`src/core/irq_pkg.sv`:
```
package irq_pkg;
  // byte addresses of the registers on the bus
  localparam logic [7:0] OFF_TIMER_CONTROL = 8'h88;
  localparam logic [7:0] OFF_ENABLE_MASK = 8'hA8;
  localparam logic [7:0] OFF_PRIORITY = 8'hB8;
  localparam logic [7:0] OFF_PENDING = 8'hC0;
  localparam logic [7:0] OFF_STATUS = 8'hC4;
  localparam logic [7:0] OFF_EXT_PIN_CONFIG = 8'hE4;
  localparam logic [7:0] OFF_EXT_ENABLE = 8'hE8;
  localparam logic [7:0] OFF_EXT_PRIORITY = 8'hF8;

  // reset values
  localparam logic [7:0] RST_ENABLE_MASK = 8'h00;
  localparam logic [6:0] RST_PRIORITY = 7'h00;
  localparam logic [7:0] RST_EXT_ENABLE = 8'h00;
  localparam logic [7:0] RST_EXT_PRIORITY = 8'h00;
  localparam logic [7:0] RST_EXT_PIN_CONFIG = 8'h01;
  localparam logic [3:0] RST_TIMER_CTL = 4'h0;
  localparam logic [15:0] RST_VECTOR = 16'h0000;

  // enable register fields
  localparam int GLOBAL_IRQ_ENABLE_BIT = 7;
  // priority register bit 7 has no storage and reads one
  localparam int PRIORITY_UNUSED_BIT = 7;
  // extended registers: bits 1 and 6 are reserved, read zero
  localparam logic [7:0] EXT_WRITE_MASK = 8'hBD;

  // timer control register fields
  localparam int TC_EXT0_EDGE_SELECT = 0;
  localparam int TC_EXT0_PENDING = 1;
  localparam int TC_EXT1_EDGE_SELECT = 2;
  localparam int TC_EXT1_PENDING = 3;
  localparam int TC_TIMER0_RUN = 4;
  localparam int TC_TIMER0_OVERFLOW = 5;
  localparam int TC_TIMER1_RUN = 6;
  localparam int TC_TIMER1_OVERFLOW = 7;

  // pin config fields: pin select [2:0]/[6:4], polarity 3/7
  localparam int EXT0_POLARITY_BIT = 3;
  localparam int EXT1_POLARITY_BIT = 7;
  localparam int EXT0_SELECT_LSB = 0;
  localparam int EXT1_SELECT_LSB = 4;

  // fixed order numbers of the sources
  localparam int NUM_ORDERS = 15;
  localparam logic [3:0] ORD_EXT0 = 4'h0;
  localparam logic [3:0] ORD_TIMER0 = 4'h1;
  localparam logic [3:0] ORD_EXT1 = 4'h2;
  localparam logic [3:0] ORD_TIMER1 = 4'h3;
  localparam int FIRST_PERIPH_ORDER = 4;
  // orders 8 and 13 are reserved: 13 live sources
  localparam logic [14:0] VALID_ORDERS = 15'h5EFF;

  localparam logic [15:0] VECTOR_BASE = 16'h0003;
  localparam int CALL_CYCLES = 4;
endpackage : irq_pkg

```
`src/core/ext_pin_sync.sv`:
```
module ext_pin_sync (
  input wire logic clk_i,
  input wire logic rst_i,
  input wire logic pin_i,
  output logic level_o
);
  typedef struct packed {
    logic s1;
    logic s2;
    logic s3;
    logic stable;
  } sync_state_t;

  sync_state_t s_q;
  sync_state_t s_d;

  always_comb begin
    s_d = s_q;
    s_d.s1 = pin_i;
    s_d.s2 = s_q.s1;
    s_d.s3 = s_q.s2;
    // only a level seen on two stages in a row is accepted
    if (s_q.s2 == s_q.s3) begin
      s_d.stable = s_q.s3;
    end
  end

  always_ff @(posedge clk_i) begin
    if (rst_i) begin
      // pins idle high: no false active level while the stages fill
      s_q <= '1;
    end else begin
      s_q <= s_d;
    end
  end

  assign level_o = s_q.stable;
endmodule // ext_pin_sync

```
`src/core/two_level_vectored_interrupt_unit.sv`:
```
// What this block does
// thirteen sources, each pending, enable, priority
// software-set pending flag acts like hardware; here not for externals in level mode
// edge/level select and polarity per input
// external inputs watch selected pin, never drive
// external pending flags at timer control 1,3
// edge-mode external flag cleared on vectoring
// level-mode external flag follows active input
// level source holds request until recognised
// level source drops request before routine ends
// high priority preempts running low routine
// running high routine is never preempted
// all priorities reset to low
// high level first, then lowest order
// decode each clock, detect plus four-cycle call
// one instruction completes after return first
// worst case eighteen cycles without nesting
// equal or lower waits for return plus one
// vector three plus eight per order, reset zero
// externals and basic timers cleared on vectoring; here externals only in edge mode
// global enable bit seven gates all sources
// enable register layout at A8, resets zero
// enabled set flag requests call after instruction
// flag left set after return re-requests
// track level in service, release on return
//
// Our own choice: the Wishbone register port.
module two_level_vectored_interrupt_unit (
  input wire logic clk_i,
  input wire logic rst_i,
  input wire logic wb_cyc_i,
  input wire logic wb_stb_i,
  input wire logic wb_we_i,
  input wire logic [7:0] wb_adr_i,
  input wire logic [3:0] wb_sel_i,
  input wire logic [31:0] wb_dat_i,
  output logic [31:0] wb_dat_o,
  output logic wb_ack_o,
  input wire logic [7:0] port_pins_i,
  input wire logic timer0_ovf_i,
  input wire logic timer1_ovf_i,
  input wire logic [14:4] periph_evt_i,
  input wire logic instr_done_i,
  input wire logic return_from_irq_done_i,
  output logic irq_req_o,
  output logic vector_call_o,
  output logic [15:0] vector_o
);
  typedef enum logic [0:0] {
    ST_IDLE,
    ST_CALL
  } call_state_t;

  typedef struct packed {
    call_state_t state;
    logic [1:0] call_cnt;
    logic [7:0] enable_mask;
    logic [6:0] priority_bits;
    logic [7:0] ext_enable;
    logic [7:0] ext_priority;
    logic [7:0] pin_config;
    logic [3:0] timer_ctl;
    logic [14:0] pending;
    logic [1:0] ext_prev_active;
    logic req;
    logic req_high;
    logic [3:0] req_order;
    logic in_service_low;
    logic in_service_high;
    logic [15:0] vector;
    logic call;
    logic ack;
    logic [31:0] rdata;
  } unit_state_t;

  localparam logic [1:0] CALL_LAST = 2'(irq_pkg::CALL_CYCLES - 1);

  unit_state_t s_q;
  unit_state_t s_d;
  logic [1:0] ext_level;
  logic [2:0] ext0_sel;
  logic [2:0] ext1_sel;

  assign ext0_sel = s_q.pin_config[irq_pkg::EXT0_SELECT_LSB +: 3];
  assign ext1_sel = s_q.pin_config[irq_pkg::EXT1_SELECT_LSB +: 3];

  // observe only pins
  ext_pin_sync ext0_sync (
    .clk_i(clk_i),
    .rst_i(rst_i),
    .pin_i(port_pins_i[ext0_sel]),
    .level_o(ext_level[0])
  );

  ext_pin_sync ext1_sync (
    .clk_i(clk_i),
    .rst_i(rst_i),
    .pin_i(port_pins_i[ext1_sel]),
    .level_o(ext_level[1])
  );

  function automatic logic [3:0] lowest_set(input logic [14:0] v);
    logic [3:0] r;
    r = 4'h0;
    for (int i = irq_pkg::NUM_ORDERS - 1; i >= 0; i--) begin
      if (v[i]) begin
        r = 4'(i);
      end
    end
    return r;
  endfunction

  logic [14:0] enable_all;
  logic [14:0] priority_all;
  logic [14:0] eligible;
  logic [14:0] cand_high;
  logic [14:0] cand_low;
  logic [1:0] ext_active;
  logic [1:0] ext_edge_mode;
  logic [1:0] ext_polarity;
  logic bus_access;
  logic [7:0] word_addr;
  logic [7:0] timer_ctl_view;

  always_comb begin
    enable_all = {s_q.ext_enable, s_q.enable_mask[6:0]};
    priority_all = {s_q.ext_priority, s_q.priority_bits};
    // global gate
    eligible = s_q.pending & enable_all & irq_pkg::VALID_ORDERS
      & {irq_pkg::NUM_ORDERS{s_q.enable_mask[irq_pkg::GLOBAL_IRQ_ENABLE_BIT]}};
    cand_high = eligible & priority_all;
    cand_low = eligible & ~priority_all;
    ext_polarity = {s_q.pin_config[irq_pkg::EXT1_POLARITY_BIT],
                    s_q.pin_config[irq_pkg::EXT0_POLARITY_BIT]};
    ext_edge_mode = {s_q.timer_ctl[1], s_q.timer_ctl[0]};
    // polarity one means active high
    ext_active = ~(ext_level ^ ext_polarity);
    // pending bits at 1 and 3
    timer_ctl_view = {s_q.pending[irq_pkg::ORD_TIMER1], s_q.timer_ctl[3],
                      s_q.pending[irq_pkg::ORD_TIMER0], s_q.timer_ctl[2],
                      s_q.pending[irq_pkg::ORD_EXT1], s_q.timer_ctl[1],
                      s_q.pending[irq_pkg::ORD_EXT0], s_q.timer_ctl[0]};
    bus_access = wb_cyc_i & wb_stb_i & ~s_q.ack;
    word_addr = {wb_adr_i[7:2], 2'b00};
  end

  always_comb begin
    s_d = s_q;
    s_d.ack = 1'b0;
    s_d.ext_prev_active = ext_active;

    if (bus_access) begin
      s_d.ack = 1'b1;
      s_d.rdata = 32'h0000_0000;
      unique case (word_addr)
        irq_pkg::OFF_TIMER_CONTROL: s_d.rdata[7:0] = timer_ctl_view;
        irq_pkg::OFF_ENABLE_MASK: s_d.rdata[7:0] = s_q.enable_mask;
        irq_pkg::OFF_PRIORITY: begin
          s_d.rdata[7:0] = {1'b1, s_q.priority_bits};
        end
        irq_pkg::OFF_PENDING: s_d.rdata[14:0] = s_q.pending;
        irq_pkg::OFF_STATUS: begin
          s_d.rdata[0] = s_q.in_service_low;
          s_d.rdata[1] = s_q.in_service_high;
          s_d.rdata[2] = s_q.req;
          s_d.rdata[3] = s_q.req_high;
          s_d.rdata[7:4] = s_q.req_order;
        end
        irq_pkg::OFF_EXT_PIN_CONFIG: s_d.rdata[7:0] = s_q.pin_config;
        irq_pkg::OFF_EXT_ENABLE: s_d.rdata[7:0] = s_q.ext_enable;
        irq_pkg::OFF_EXT_PRIORITY: s_d.rdata[7:0] = s_q.ext_priority;
        default: s_d.rdata = 32'h0000_0000;
      endcase

      if (wb_we_i && wb_sel_i[0]) begin
        unique case (word_addr)
          irq_pkg::OFF_TIMER_CONTROL: begin
            s_d.timer_ctl = {wb_dat_i[irq_pkg::TC_TIMER1_RUN],
                             wb_dat_i[irq_pkg::TC_TIMER0_RUN],
                             wb_dat_i[irq_pkg::TC_EXT1_EDGE_SELECT],
                             wb_dat_i[irq_pkg::TC_EXT0_EDGE_SELECT]};
            // software may raise any of these flags, except an external one in level mode
            s_d.pending[irq_pkg::ORD_EXT0] = wb_dat_i[irq_pkg::TC_EXT0_PENDING];
            s_d.pending[irq_pkg::ORD_TIMER0] = wb_dat_i[irq_pkg::TC_TIMER0_OVERFLOW];
            s_d.pending[irq_pkg::ORD_EXT1] = wb_dat_i[irq_pkg::TC_EXT1_PENDING];
            s_d.pending[irq_pkg::ORD_TIMER1] = wb_dat_i[irq_pkg::TC_TIMER1_OVERFLOW];
          end
          // enable mask storage
          irq_pkg::OFF_ENABLE_MASK: s_d.enable_mask = wb_dat_i[7:0];
          irq_pkg::OFF_PRIORITY: s_d.priority_bits = wb_dat_i[6:0];
          irq_pkg::OFF_PENDING: begin
            s_d.pending[7:0] = wb_dat_i[7:0];
          end
          irq_pkg::OFF_EXT_PIN_CONFIG: s_d.pin_config = wb_dat_i[7:0];
          irq_pkg::OFF_EXT_ENABLE: begin
            s_d.ext_enable = wb_dat_i[7:0] & irq_pkg::EXT_WRITE_MASK;
          end
          irq_pkg::OFF_EXT_PRIORITY: begin
            s_d.ext_priority = wb_dat_i[7:0] & irq_pkg::EXT_WRITE_MASK;
          end
          default: s_d.rdata = s_d.rdata;
        endcase
      end
      if (wb_we_i && wb_sel_i[1] && word_addr == irq_pkg::OFF_PENDING) begin
        s_d.pending[14:8] = wb_dat_i[14:8] & irq_pkg::VALID_ORDERS[14:8];
      end
      // reserved orders never hold a flag
      s_d.pending[7:0] = s_d.pending[7:0] & irq_pkg::VALID_ORDERS[7:0];
    end

    unique case (s_q.state)
      ST_IDLE: begin
        // call only at an instruction boundary
        // return completion is not a boundary for calls
        if (instr_done_i && s_q.req) begin
          s_d.state = ST_CALL;
          s_d.call_cnt = 2'b00;
          s_d.call = 1'b1;
          // vector from order
          s_d.vector = irq_pkg::VECTOR_BASE + {9'h000, s_q.req_order, 3'b000};
          // record level in service
          if (s_q.req_high) begin
            s_d.in_service_high = 1'b1;
          end else begin
            s_d.in_service_low = 1'b1;
          end
          // hardware clear of the two timer flags; externals below in edge mode only
          if (s_q.req_order == irq_pkg::ORD_TIMER0 ||
              s_q.req_order == irq_pkg::ORD_TIMER1) begin
            s_d.pending[s_q.req_order] = 1'b0;
          end
          // edge-mode clear on vectoring
          if (s_q.req_order == irq_pkg::ORD_EXT0 && ext_edge_mode[0]) begin
            s_d.pending[irq_pkg::ORD_EXT0] = 1'b0;
          end
          if (s_q.req_order == irq_pkg::ORD_EXT1 && ext_edge_mode[1]) begin
            s_d.pending[irq_pkg::ORD_EXT1] = 1'b0;
          end
        end
      end
      ST_CALL: begin
        // four-cycle call
        if (s_q.call_cnt == CALL_LAST) begin
          s_d.state = ST_IDLE;
          s_d.call = 1'b0;
        end else begin
          s_d.call_cnt = s_q.call_cnt + 2'b01;
        end
      end
    endcase

    // return releases the innermost level
    if (return_from_irq_done_i) begin
      if (s_q.in_service_high) begin
        s_d.in_service_high = 1'b0;
      end else begin
        s_d.in_service_low = 1'b0;
      end
    end

    // events applied last so a set beats a same-cycle clear
    if (timer0_ovf_i) begin
      s_d.pending[irq_pkg::ORD_TIMER0] = 1'b1;
    end
    if (timer1_ovf_i) begin
      s_d.pending[irq_pkg::ORD_TIMER1] = 1'b1;
    end
    // peripheral sources stay set until software clears
    s_d.pending[14:4] = s_d.pending[14:4] | (periph_evt_i & irq_pkg::VALID_ORDERS[14:4]);

    for (int e = 0; e < 2; e++) begin
      if (ext_edge_mode[e]) begin
        // edge mode catches inactive-to-active change
        if (ext_active[e] && !s_q.ext_prev_active[e]) begin
          s_d.pending[2 * e] = 1'b1;
        end
      end else begin
        // level mode mirrors the input
        // a pulse shorter than two clock cycles is lost
        s_d.pending[2 * e] = ext_active[e];
      end
    end

    // high level first, lowest order within a level
    // high may interrupt a low routine
    // nothing enters while high runs
    // equal or lower level waits for the return
    // a flag left set requests again after return
    // decode against the level after this edge's return or call,
    // so only one instruction slips in between return and next call
    if (|cand_high && !s_d.in_service_high) begin
      s_d.req = 1'b1;
      s_d.req_high = 1'b1;
      s_d.req_order = lowest_set(cand_high);
    end else if (|cand_low && !s_d.in_service_high && !s_d.in_service_low) begin
      s_d.req = 1'b1;
      s_d.req_high = 1'b0;
      s_d.req_order = lowest_set(cand_low);
    end else begin
      s_d.req = 1'b0;
      s_d.req_high = 1'b0;
      s_d.req_order = 4'h0;
    end
  end

  always_ff @(posedge clk_i) begin
    if (rst_i) begin
      s_q.state <= ST_IDLE;
      s_q.call_cnt <= 2'b00;
      // enable resets zero
      s_q.enable_mask <= irq_pkg::RST_ENABLE_MASK;
      // low priority after reset
      s_q.priority_bits <= irq_pkg::RST_PRIORITY;
      s_q.ext_enable <= irq_pkg::RST_EXT_ENABLE;
      s_q.ext_priority <= irq_pkg::RST_EXT_PRIORITY;
      s_q.pin_config <= irq_pkg::RST_EXT_PIN_CONFIG;
      s_q.timer_ctl <= irq_pkg::RST_TIMER_CTL;
      s_q.pending <= '0;
      s_q.ext_prev_active <= 2'b00;
      s_q.req <= 1'b0;
      s_q.req_high <= 1'b0;
      s_q.req_order <= 4'h0;
      s_q.in_service_low <= 1'b0;
      s_q.in_service_high <= 1'b0;
      // reset vector
      s_q.vector <= irq_pkg::RST_VECTOR;
      s_q.call <= 1'b0;
      s_q.ack <= 1'b0;
      s_q.rdata <= 32'h0000_0000;
    end else begin
      s_q <= s_d;
    end
  end

  // a level still active after return re-requests
  assign irq_req_o = s_q.req;
  assign vector_call_o = s_q.call;
  assign vector_o = s_q.vector;
  assign wb_ack_o = s_q.ack;
  assign wb_dat_o = s_q.rdata;
  // worst case follows from decode plus cpu timing
endmodule // two_level_vectored_interrupt_unit

```
`config.mk`:
```
export PLATFORM = sky130hd
export DESIGN_NAME = two_level_vectored_interrupt_unit
export DESIGN_NICKNAME = d
export VERILOG_FILES = /design/src/core/irq_pkg.sv /design/src/core/ext_pin_sync.sv /design/src/core/two_level_vectored_interrupt_unit.sv
export SDC_FILE = /design/constraint.sdc
export NUM_CORES = 1
export LEC_CHECK = 0
export BUFFER_PORTS_ARGS = -buffer_cell sky130_fd_sc_hd__buf_2
export CAP_MARGIN = 5
export CORE_MARGIN = 4
export CORE_UTILIZATION = 45
export CTS_CLUSTER_DIAMETER = 120
export DETAILED_ROUTE_END_ITERATION = 6
export PLACE_DENSITY = 0.8
export SLEW_MARGIN = 20
export SYNTH_ARGS = -nofsm -noshare
export SYNTH_HDL_FRONTEND = slang
export SYNTH_SLANG_ARGS = --single-unit
```
`constraint.sdc`:
```
create_clock -name clk_i -period 2.2 [get_ports clk_i]
set_clock_uncertainty 0.05 [all_clocks]
set_input_delay 0.44 -clock clk_i [delete_from_list [all_inputs] [get_ports clk_i]]
set_output_delay 0.44 -clock clk_i [all_outputs]
set_load 0.05 [all_outputs]
```
# Word level (Yosys, flattened, before mapping)

Cells that the tools add are included.
W data, S select, Z words.

Add/sub/neg operators: 2
$mul: 0
Divide/modulo/power cells: 0
Order comparisons: 4
Equality and inequality tests: 17
Shift-type cells: 0
Muxes and demuxes: 70
Bitwise logic cells: 14
Reductions and logical operators: 29

Operators with widths:

| operator              | number |
|---|---|
| $mux W4               | 31 |
| $and A15 B15 Y15      | 5 |
| $pmux W8 S8           | 1 |
| $mux W15              | 4 |
| $eq A6 B6 Y1 const B  | 8 |
| $mux W33              | 1 |
| $not A15 Y15          | 2 |
| $reduce_or A15 Y1     | 2 |
| $mux W19              | 1 |
| $mux W18              | 1 |
| $reduce_and A3 Y1     | 6 |
| $mux W1               | 17 |
| $mux W7               | 2 |
| $logic_and A1 B1 Y1   | 12 |
| $mux W6               | 2 |
| $or A11 B11 Y11       | 1 |
| $add A2 B7 Y8 const A | 1 |
| $eq A4 B2 Y1 const B  | 2 |
| $lt A3 B4 Y1 const B  | 2 |
| $mux W8               | 1 |
| $pmux W4 S2           | 1 |
| $bmux W1 S3           | 2 |
| $pmux W3 S2           | 1 |
| $reduce_and A2 Y1     | 3 |
| other kinds (19)      | 27 |

Register bits after elaboration: 108
Latch bits: 0
RAM bits: 0
Memory bits (read-only): 0
Input bits: 72
Output and inout bits: 51
Word-level logic and storage cells: 163
Memories: 0

# Logic depth before layout (Yosys ltp)

Gate-level depths: netlist of the first run.

Depth in word-level cells: 20
Mapped depth: 8

# Modules after synthesis

Synthesis of the first run repeated with hierarchy kept, for this count alone.

Cells, all modules: 558
Area, all modules: 5041.1 µm²

Modules (own cells, without submodules):

| module                            | instances | cells each | area each (µm²) | seq. area each (µm²) |
|---|---|---|---|---|
| two_level_vectored_interrupt_unit | 1         | 538        | 4810.9          | 1781.7 |
| ext_pin_sync                      | 2         | 10         | 115.1           | 80.1 |

# Worst setup path after synthesis of the first run

OpenSTA, ideal clock, no wires.

Path type: reg2reg
Start point: reg s_q, in the netlist wb_ack_o
End point: reg s_q[60] in the netlist's numbering
Data arrival time: 1845 ps
Data required time: 2022 ps
Slack: 177 ps
Stages on the path, launching flop included: 8
Path buffers: 2
Period minus slack after synthesis: 2023 ps
Cell sequence: dfxtp_1 and3b_1 buf_4 and3_1 and2_1 buf_4 a221oi_1 o41ai_1

Word-level cells in the longest chain between the ends: 10

Ends and longest elaborated chain:

| what                              | RTL line                                 | source |
|---|---|---|
| start: declaration                | two_level_vectored_interrupt_unit.sv:78  | `unit_state_t s_q;` |
| $not A1 Y1 *                      | two_level_vectored_interrupt_unit.sv:143 | `bus_access = wb_cyc_i & wb_stb_i & ~s_q.ack;` |
| $and A1 B1 Y1 *                   | two_level_vectored_interrupt_unit.sv:143 |  |
| $mux W15 *                        | two_level_vectored_interrupt_unit.sv:152 | `if (bus_access) begin` |
| $and A15 B15 Y15 (no source line) | n/a                                      |  |
| $mux W15                          | two_level_vectored_interrupt_unit.sv:228 | `if (s_q.req_order == irq_pkg::ORD_TIMER0 \|\|` |
| $mux W1                           | two_level_vectored_interrupt_unit.sv:233 | `if (s_q.req_order == irq_pkg::ORD_EXT0 && ext_edge_mode[0]) begin` |
| $mux W15                          | two_level_vectored_interrupt_unit.sv:215 | `if (instr_done_i && s_q.req) begin` |
| $mux W15 *                        | two_level_vectored_interrupt_unit.sv:211 | `unique case (s_q.state)` |
| $mux W1 *                         | two_level_vectored_interrupt_unit.sv:274 | `if (ext_active[e] && !s_q.ext_prev_active[e]) begin` |
| $mux W1 *                         | two_level_vectored_interrupt_unit.sv:272 | `if (ext_edge_mode[e]) begin` |

Mark *: on every way between the ends. The rest lies on a longest branch, timed or not.
A chain may end at the register's enable or synchronous reset.

# Worst setup path in the final report of the first run

Start point: reg s_q, in the netlist wb_ack_o
End point: reg s_q[65] in the netlist's numbering

Word-level cells in the longest chain between the ends: 8

Ends and longest elaborated chain:

| what                              | RTL line                                 | source |
|---|---|---|
| $not A1 Y1 *                      | two_level_vectored_interrupt_unit.sv:143 |  |
| $and A1 B1 Y1 *                   | two_level_vectored_interrupt_unit.sv:143 |  |
| $mux W15 *                        | two_level_vectored_interrupt_unit.sv:152 |  |
| $and A15 B15 Y15 (no source line) | n/a                                      |  |
| $mux W15                          | two_level_vectored_interrupt_unit.sv:228 |  |
| $mux W15                          | two_level_vectored_interrupt_unit.sv:215 |  |
| $mux W15 *                        | two_level_vectored_interrupt_unit.sv:211 |  |
| $or A11 B11 Y11 *                 | two_level_vectored_interrupt_unit.sv:269 | `s_d.pending[14:4] = s_d.pending[14:4] \| (periph_evt_i & irq_pkg::VALID_ORDERS[14:4]);` |

Marked as above.

==> results by group, run 1 <==
CTS
  – Cts bufs inserted: 9
  – Clock Latency Late Sink: 0.35 ns
  – CTS max path bufs: 2
  – Root buf cell: clkbuf_16
  – Post-CTS setup buffer count: 0
  – CTS resizes: 0
  – H-tree depth: 3
  – CTS tree: built
  – CTS Sinks: 97
  – Clock-pin slew on the worst setup and hold paths: 0.07 ns
  – # hold bufs at CTS: 0

Floorplanning
  – IO Pins: 123
  – Core area: 11,400 sq um
  – Chip Height: 116 um
  – Die area: 13,500 sq um
  – Row count: 39
  – Die width: 116 um
  – Initial core utilization: 46.1%

Timing
  – TNS Setup: 0 ns
  – Fin crit period: 1.92 ns
  – Worst relative slew slack: 61.0%
  – Fin. Hold Viols: 0
  – Max-slew violation total from the final report: 0
  – Unrepaired setup endpoints after global routing: false
  – Final period utilization: 87.3%
  – Slew @ Worst Pin: 0.585 ns
  – Setup Viol. Count Final: 0
  – FMAX: 521 MHz

Global route
  – First-pass GRT wire length: 23,500 um
  – Initial antenna violation count: 0
  – Vias in the first global route: 4,387
  – Grt total ovfl: 0
  – Total Routing Usage GR: 22.6%
  – Pin count of the biggest net entering global routing: 39

Detailed routing
  – DRC viols: 0
  – Avg WL per Cell: 18.8 um
  – Post-DRT Antenna Nets: 0
  – DRT iter0 DRCs: 386
  – Vias: 4,523
  – Vias per cell: 5.73
  – TritonRoute pass-1 iters: 7
  – Routed WL: 14,800 um

Synth
  – Synth unique cells: 67
  – Post-Syn Area: 5260 sq um
  – Post-synthesis adder-cell area fraction: 0.238%
  – Simple-gate area share of the yosys netlist: 23.8%
  – Fraction of registers with async set/reset: 0%
  – Avg Inst Size Synth: 8.81 sq um
  – XOR/XNOR Fraction of Synth Area: 0.333%
  – Synthesized instance count: 597
  – Top FF cell, synth: dfxtp_1
  – Combinational family with the most area after synthesis: simple AND/OR/NAND/NOR gates
  – Seq cells post-synth: 97
  – Seq/Total Area, Yosys: 36.9%
  – Post-synthesis mux area share: 11.1%
  – Number of synthesized flops with an enable pin: 0
  – Yosys warns: 0
  – Compound-gate portion of the synthesized area: 15.6%

Critical path
  – Crit path buf inv count: 1
  – RR Endpoint: s_q[65]
  – Critical Path End Type: register
  – Critical Path Start: wb_ack_o
  – CP Class: reg -> reg
  – Cells along the critical path: and3b_1 -> and3_1 -> and2_1 -> buf_4 -> mux2i_1 -> a21oi_1
  – R2R cell count: 6
  – Slowest cell on crit path: and3_1
  – CP Data Arrival Time: 2.08 ns
  – Setup crit start kind: register
  – Delay-heaviest family, CP: simple AND/OR/NAND/NOR gates
  – Crit-path max FO: 11
  – CP max stage delay: 0.39 ns
  – Critical path required time: 2.36 ns
  – R2r startpoint: wb_ack_o
  – R2R Setup Slk: 0.28 ns

Placed design
  – Total placed cells including tap cells: 773
  – Final Wtd Congestion: 0.948
  – Port bufs: 70
  – Post-DP HPWL: 11,300 um

Flow run
  – Max_cap viols: 0

Run status
  – Status: finished, final reports clean

Cells and area
  – ANT cells: 0
  – Layout cell share with drive strength beyond 1: 20.0%
  – Area grow syn2layout: 10.6%
  – Non-filler cells, final: 789
  – NumNets Final: 714

Hold path
  – Hold_sp: periph_evt_i[14]
  – Min-Delay Path Class: in -> reg
  – Worst hold stages: 3
  – Worst hold endpoint: s_q[74]

Power and ir drop
  – Pleak: 2.29 nW
  – PwrDens: 659 nW/um^2
  – VDD IR max: 0.578 mV
[worst max-delay path by stage]
stage	end	slack, ns	depth (start not counted)
3_5_place_dp	priority_all[4]	0.05	6
3_3_place_gp	priority_all[0]	0.12	6
2_1_floorplan	s_q[60]	0.18	7
6_report	s_q[65]	0.28	6
5_1_grt	s_q[65]	0.17	6
4_1_cts	s_q[65]	0.28	6
[power breakdown]
part	internal, W	total, W	leakage (nW)	switching [W]
Clock	0.00105	0.00172	0.162	0.000666
Sequential	0.00178	0.00180	0.786	0.0000247
Combinational	0.0000856	0.000312	1.35	0.000226
[worst min-delay path: cells and delay by family]
kind                   cells  cell delay, ns
AOI/OAI and AO/OA          1            0.05
buffers and inverters      2            0.13
[routing by layer]
metal | share of wire, % | GRT usage (%)
met2 | 46 | 36.5
met3 | 7.6 | 4.61
met1 | 43 | 29.5
met5 | 0 | 0
met4 | 3.5 | 9.90
[layout make-up]
class                      count  area, sq um
clock buffer                  11          253
clock inverter                 5         77.6
fill                        1072         5600
inverter                      14         52.6
multi-input combinational    429         2790
sequential                    97         1940
tap                          143          179
timing repair buffer          90          526
[Yosys cell counts (10+ instances only)]
library cell	count	area share [%]
clkbuf_1	11	0.78
mux2i_1	46	8.8
nand4_1	15	1.8
nand2_1	57	4.1
a21oi_1	41	3.9
nor2_1	58	4.1
nand3_1	19	1.8
dfxtp_1	97	37
inv_1	14	1.0
buf_2	10	0.95
a221oi_1	10	1.7
buf_4	55	7.8
[placed cells by master (no fill, tap or decap), drive strengths merged, types with 4 or more instances in the layout]
master / netlist / routed
nor2b: 8 / 8
dfxtp: 97 / 97
nand4b: 4 / 4
inv: 14 / 14
a22o: 4 / 4
mux2i: 46 / 46
mux4: 4 / 4
or2: 5 / 5
nor4b: 5 / 5
conb: 1 / 27
a21oi: 41 / 41
buf: 72 / 90
nand3: 19 / 19
nor3: 5 / 5
o21ai: 11 / 11
nand2b: 6 / 6
and2: 9 / 9
nand4: 15 / 15
o21a: 9 / 9
a221oi: 10 / 10
nor2: 58 / 58
nand2: 57 / 57
and3: 6 / 6
a22oi: 7 / 7
clkbuf: 11 / 11
and4b: 9 / 9
o211ai: 5 / 5
o2111ai: 4 / 4
nand3b: 7 / 7
a222oi: 5 / 5
and4: 4 / 4
[kinds of logic (layout without fill, tap and decap cells)]
logic type,after synthesis,in the layout
xor gates and xnor gates,2,2
DFF,97,97
AOI/OAI and AO/OA,119,119
muxes,53,53
buffers and inverters,97,120
and+or+nand+nor,227,227
other,1,27
adders and majority gates,1,1
[through the flow]
step	area [sq um]	power [W]	util [%]	worst slack, ns	hold slack [ns]
2_1_floorplan	5360	0.00208	-	0.177	0.339
3_3_place_gp	5490	0.00214	48.0	0.119	0.350
3_5_place_dp	5490	0.00215	48.0	0.0539	0.344
4_1_cts	5820	0.00385	50.9	0.282	0.264
5_1_grt	5820	0.00395	50.9	0.174	0.280
6_report	5820	0.00383	50.9	0.280	0.272
[sequential cells by signal, indices dropped and copies added (netlist names)]
signal and cells:
priority_all 13, ext_edge_mode 2, ext0_sync.s_q 1, wb_dat_o 15, ext0_sync.level_o 1, s_q 30, ext1_sync.s_q 1, ext0_sync.s_d 2
vector_call_o 1, ext1_sync.level_o 1, irq_req_o 1, ext1_sync.s_d 2, wb_ack_o 1, vector_o 5, ext0_sel 3, ext_polarity 2
enable_all 13, ext1_sel 3
No activity file was read; power rests on OpenSTA's default activity.
==> run 2: changes to the inputs <==
Settings changed: BUFFER_PORTS_ARGS -buffer_cell sky130_fd_sc_hd__buf_2 to -buffer_cell sky130_fd_sc_hd__buf_4, CTS_CLUSTER_SIZE from default to 8.
==> run 2 against run 1 <==
Compared with the run above: critical path depth rose by 1; clock power is 10% lower; via count up 3.1%; critical path type unchanged; global-route usage down 1.1 points; power fell by 4.4%; final cell count grew 2.0%; setup slack worse by 0.0058 ns; critical endpoint is now s_q[54]; sequential share of layout area decreased by 1.4 points; register-to-register slack about the same; worst hold slack better by 0.011 ns; wire length shrank 2.4%.
==> results by group, run 2 (synthesized netlist as in run 1, its figures left out) <==
CTS
  – CTS max path bufs: 2 (unchanged)
  – Root buf cell: clkbuf_16
  – # hold bufs at CTS: 0 (unchanged)
  – Clock Latency Late Sink: 0.35 ns (about the same)
  – Cts bufs inserted: 9 (unchanged)
  – H-tree depth: 3 (unchanged)
  – CTS tree: built
  – CTS resizes: 0 (unchanged)
  – Clock-pin slew on the worst setup and hold paths: 0.07 ns (about the same)
  – CTS Sinks: 97 (unchanged)
  – Post-CTS setup buffer count: 0 (unchanged)

Placed design
  – Port bufs: 70 (unchanged)
  – Post-DP HPWL: 11,200 um (-1.1%)
  – Final Wtd Congestion: 0.932 (-1.7%)

Detailed routing
  – TritonRoute pass-1 iters: 5 (-2)
  – DRT iter0 DRCs: 482 (+25%)
  – DRC viols: 0 (unchanged)
  – Routed WL: 14,500 um (-2.4%)
  – Avg WL per Cell: 18.0 um (-4.3%)
  – Vias per cell: 5.79 (+1.0%)
  – Vias: 4,662 (+3.1%)
  – Post-DRT Antenna Nets: 0 (unchanged)

Critical path
  – Critical Path End Type: register
  – Crit path buf inv count: 2 (+1)
  – Setup crit start kind: register
  – Slowest cell on crit path: nor4_1
  – CP max stage delay: 0.48 ns (+0.09 ns)
  – Critical path required time: 2.42 ns (+0.06 ns)
  – Critical path's most frequent cell: nand4_1
  – Cells along the critical path: buf_12 -> nand4_1 -> nand4_1 -> nor4_1 -> buf_4 -> o2111ai_1 -> a21oi_1
  – Crit-path max FO: 26 (+15)
  – Delay-heaviest family, CP: simple AND/OR/NAND/NOR gates
  – CP Class: reg -> reg
  – CP Data Arrival Time: 2.14 ns (+0.06 ns)
  – R2R Setup Slk: 0.27 ns (about the same)

Cells and area
  – ANT cells: 0 (unchanged)
  – Number of flip-flops in the largest register: 30 (unchanged)
  – Final core utilization: 53.2% (+2.3 points)
  – Area grow syn2layout: 15.5%
  – Biggest register: s_q
  – Filler Cell Count: 1,046 (-2.4%)
  – Layout cell share with drive strength beyond 1: 21.8% (+1.8 points)
  – NumNets Final: 731 (+2.4%)
  – Commonest non-fill, non-tap cells in the layout: 105 x buf_4, 97 x dfxtp_1, 58 x nor2_1, 57 x nand2_1, 46 x mux2i_1
  – Most common cell after layout, fill and taps aside: buf_4
  – Register Area: 1940 sq um (unchanged)
  – Area of the multi-input gates: 2790 sq um (unchanged)

Timing
  – Worst hold slack: 0.284 ns (+0.0114 ns)
  – Max-slew violation total from the final report: 0 (unchanged)
  – Unrepaired setup endpoints after global routing: false
  – Worst relative slew slack: 55.6% (-5.4 points)
  – FMAX: 519 MHz (-0.30%)
  – Final period utilization: 87.5% (+0.26 points)
  – Slew @ Worst Pin: 0.663 ns (+0.0780 ns)
  – Setup Viol. Count Final: 0 (unchanged)
  – Fin crit period: 1.93 ns (+0.00579 ns)
  – Fin. Hold Viols: 0 (unchanged)
  – TNS Setup: 0 ns (unchanged)

Floorplanning
  – Chip Height: 116 um (unchanged)
  – Initial core utilization: 46.1% (unchanged)
  – IO Pins: 123 (unchanged)
  – Die width: 116 um (unchanged)
  – Core area: 11,400 sq um (unchanged)
  – Die area: 13,500 sq um (unchanged)
  – Row count: 39 (unchanged)

Global route
  – Vias in the first global route: 4,427 (+0.91%)
  – Total Routing Usage GR: 21.6% (-1.1 points)
  – First-pass GRT wire length: 22,700 um (-3.5%)
  – Initial antenna violation count: 0 (unchanged)
  – Grt total ovfl: 0 (unchanged)
  – Pin count of the biggest net entering global routing: 36 (-7.7%)

Run status
  – Status: finished, final reports clean

Flow run
  – Max_cap viols: 0 (unchanged)

Power and ir drop
  – VDD IR max: 0.682 mV (+18%)
  – PwrDens: 603 nW/um^2 (-8.5%)
  – Pleak: 2.37 nW (+3.4%)
  – Total power: 0.00366 W (-4.4%)

Hold path
  – Min-Delay Path Class: in -> reg
run 2: cell types whose count changed in the layout (fill, tap and decap cells not counted), sizes merged:
cell,previous run,this run
clkinv,2,1
buf,90,107
clkbuf,11,10
clkinvlp,1,3
bufinv,2,1
run 2: power by group:
part           switching (W)  total [W]  internal [W]
Sequential         0.0000244    0.00180       0.00178
Clock               0.000663    0.00154      0.000873
Combinational       0.000225   0.000327      0.000103
Total               0.000912    0.00366       0.00275
run 2: final timing paths:
path	from	end	depth (start not counted)
setup / recovery	s_q[117]	s_q[54]	7
hold / removal	periph_evt_i[5]	s_q[65]	3
setup reg to reg	s_q[117]	s_q[54]	7
hold reg to reg	ext0_sync.s_d[2]	ext0_sync.s_d[1]	1
run 2: stage by stage:
stage / area, sq um / worst slack, ns / cells
global route: 6080 / 0.180 / 805
finish: 6080 / 0.274 / 805
CTS: 6080 / 0.306 / 805
global placement: 5790 / 0.199 / 790
detailed placement: 5790 / 0.155 / 790
floorplan: 5360 / 0.177 / 623
run 2: metal layers:
metal,global-route usage (%),vias up,part of all wire (%)
met3,4.04,45,6.4
met5,0,-,0
li1,-,2216,-
met4,9.36,0,3.7
met1,27.5,2212,43
met2,35.7,189,47
run 2: worst reg2reg max path, stage by stage (launching register included):
cell and delay, ns:
dfxtp_1 0.35, buf_12 0.17, nand4_1 0.12, nand4_1 0.19
nor4_1 0.49, buf_4 0.21, o2111ai_1 0.10, a21oi_1 0.19
run 2: final cells by class:
cell class | count | area share [%]
clock buffers | 10 | 3.77
clock inverters | 5 | 0.947
inverters | 14 | 0.865
multi-input cells | 429 | 45.9
flip-flops and latches | 97 | 32.0
well taps | 143 | 2.94
repair buffers | 107 | 13.6
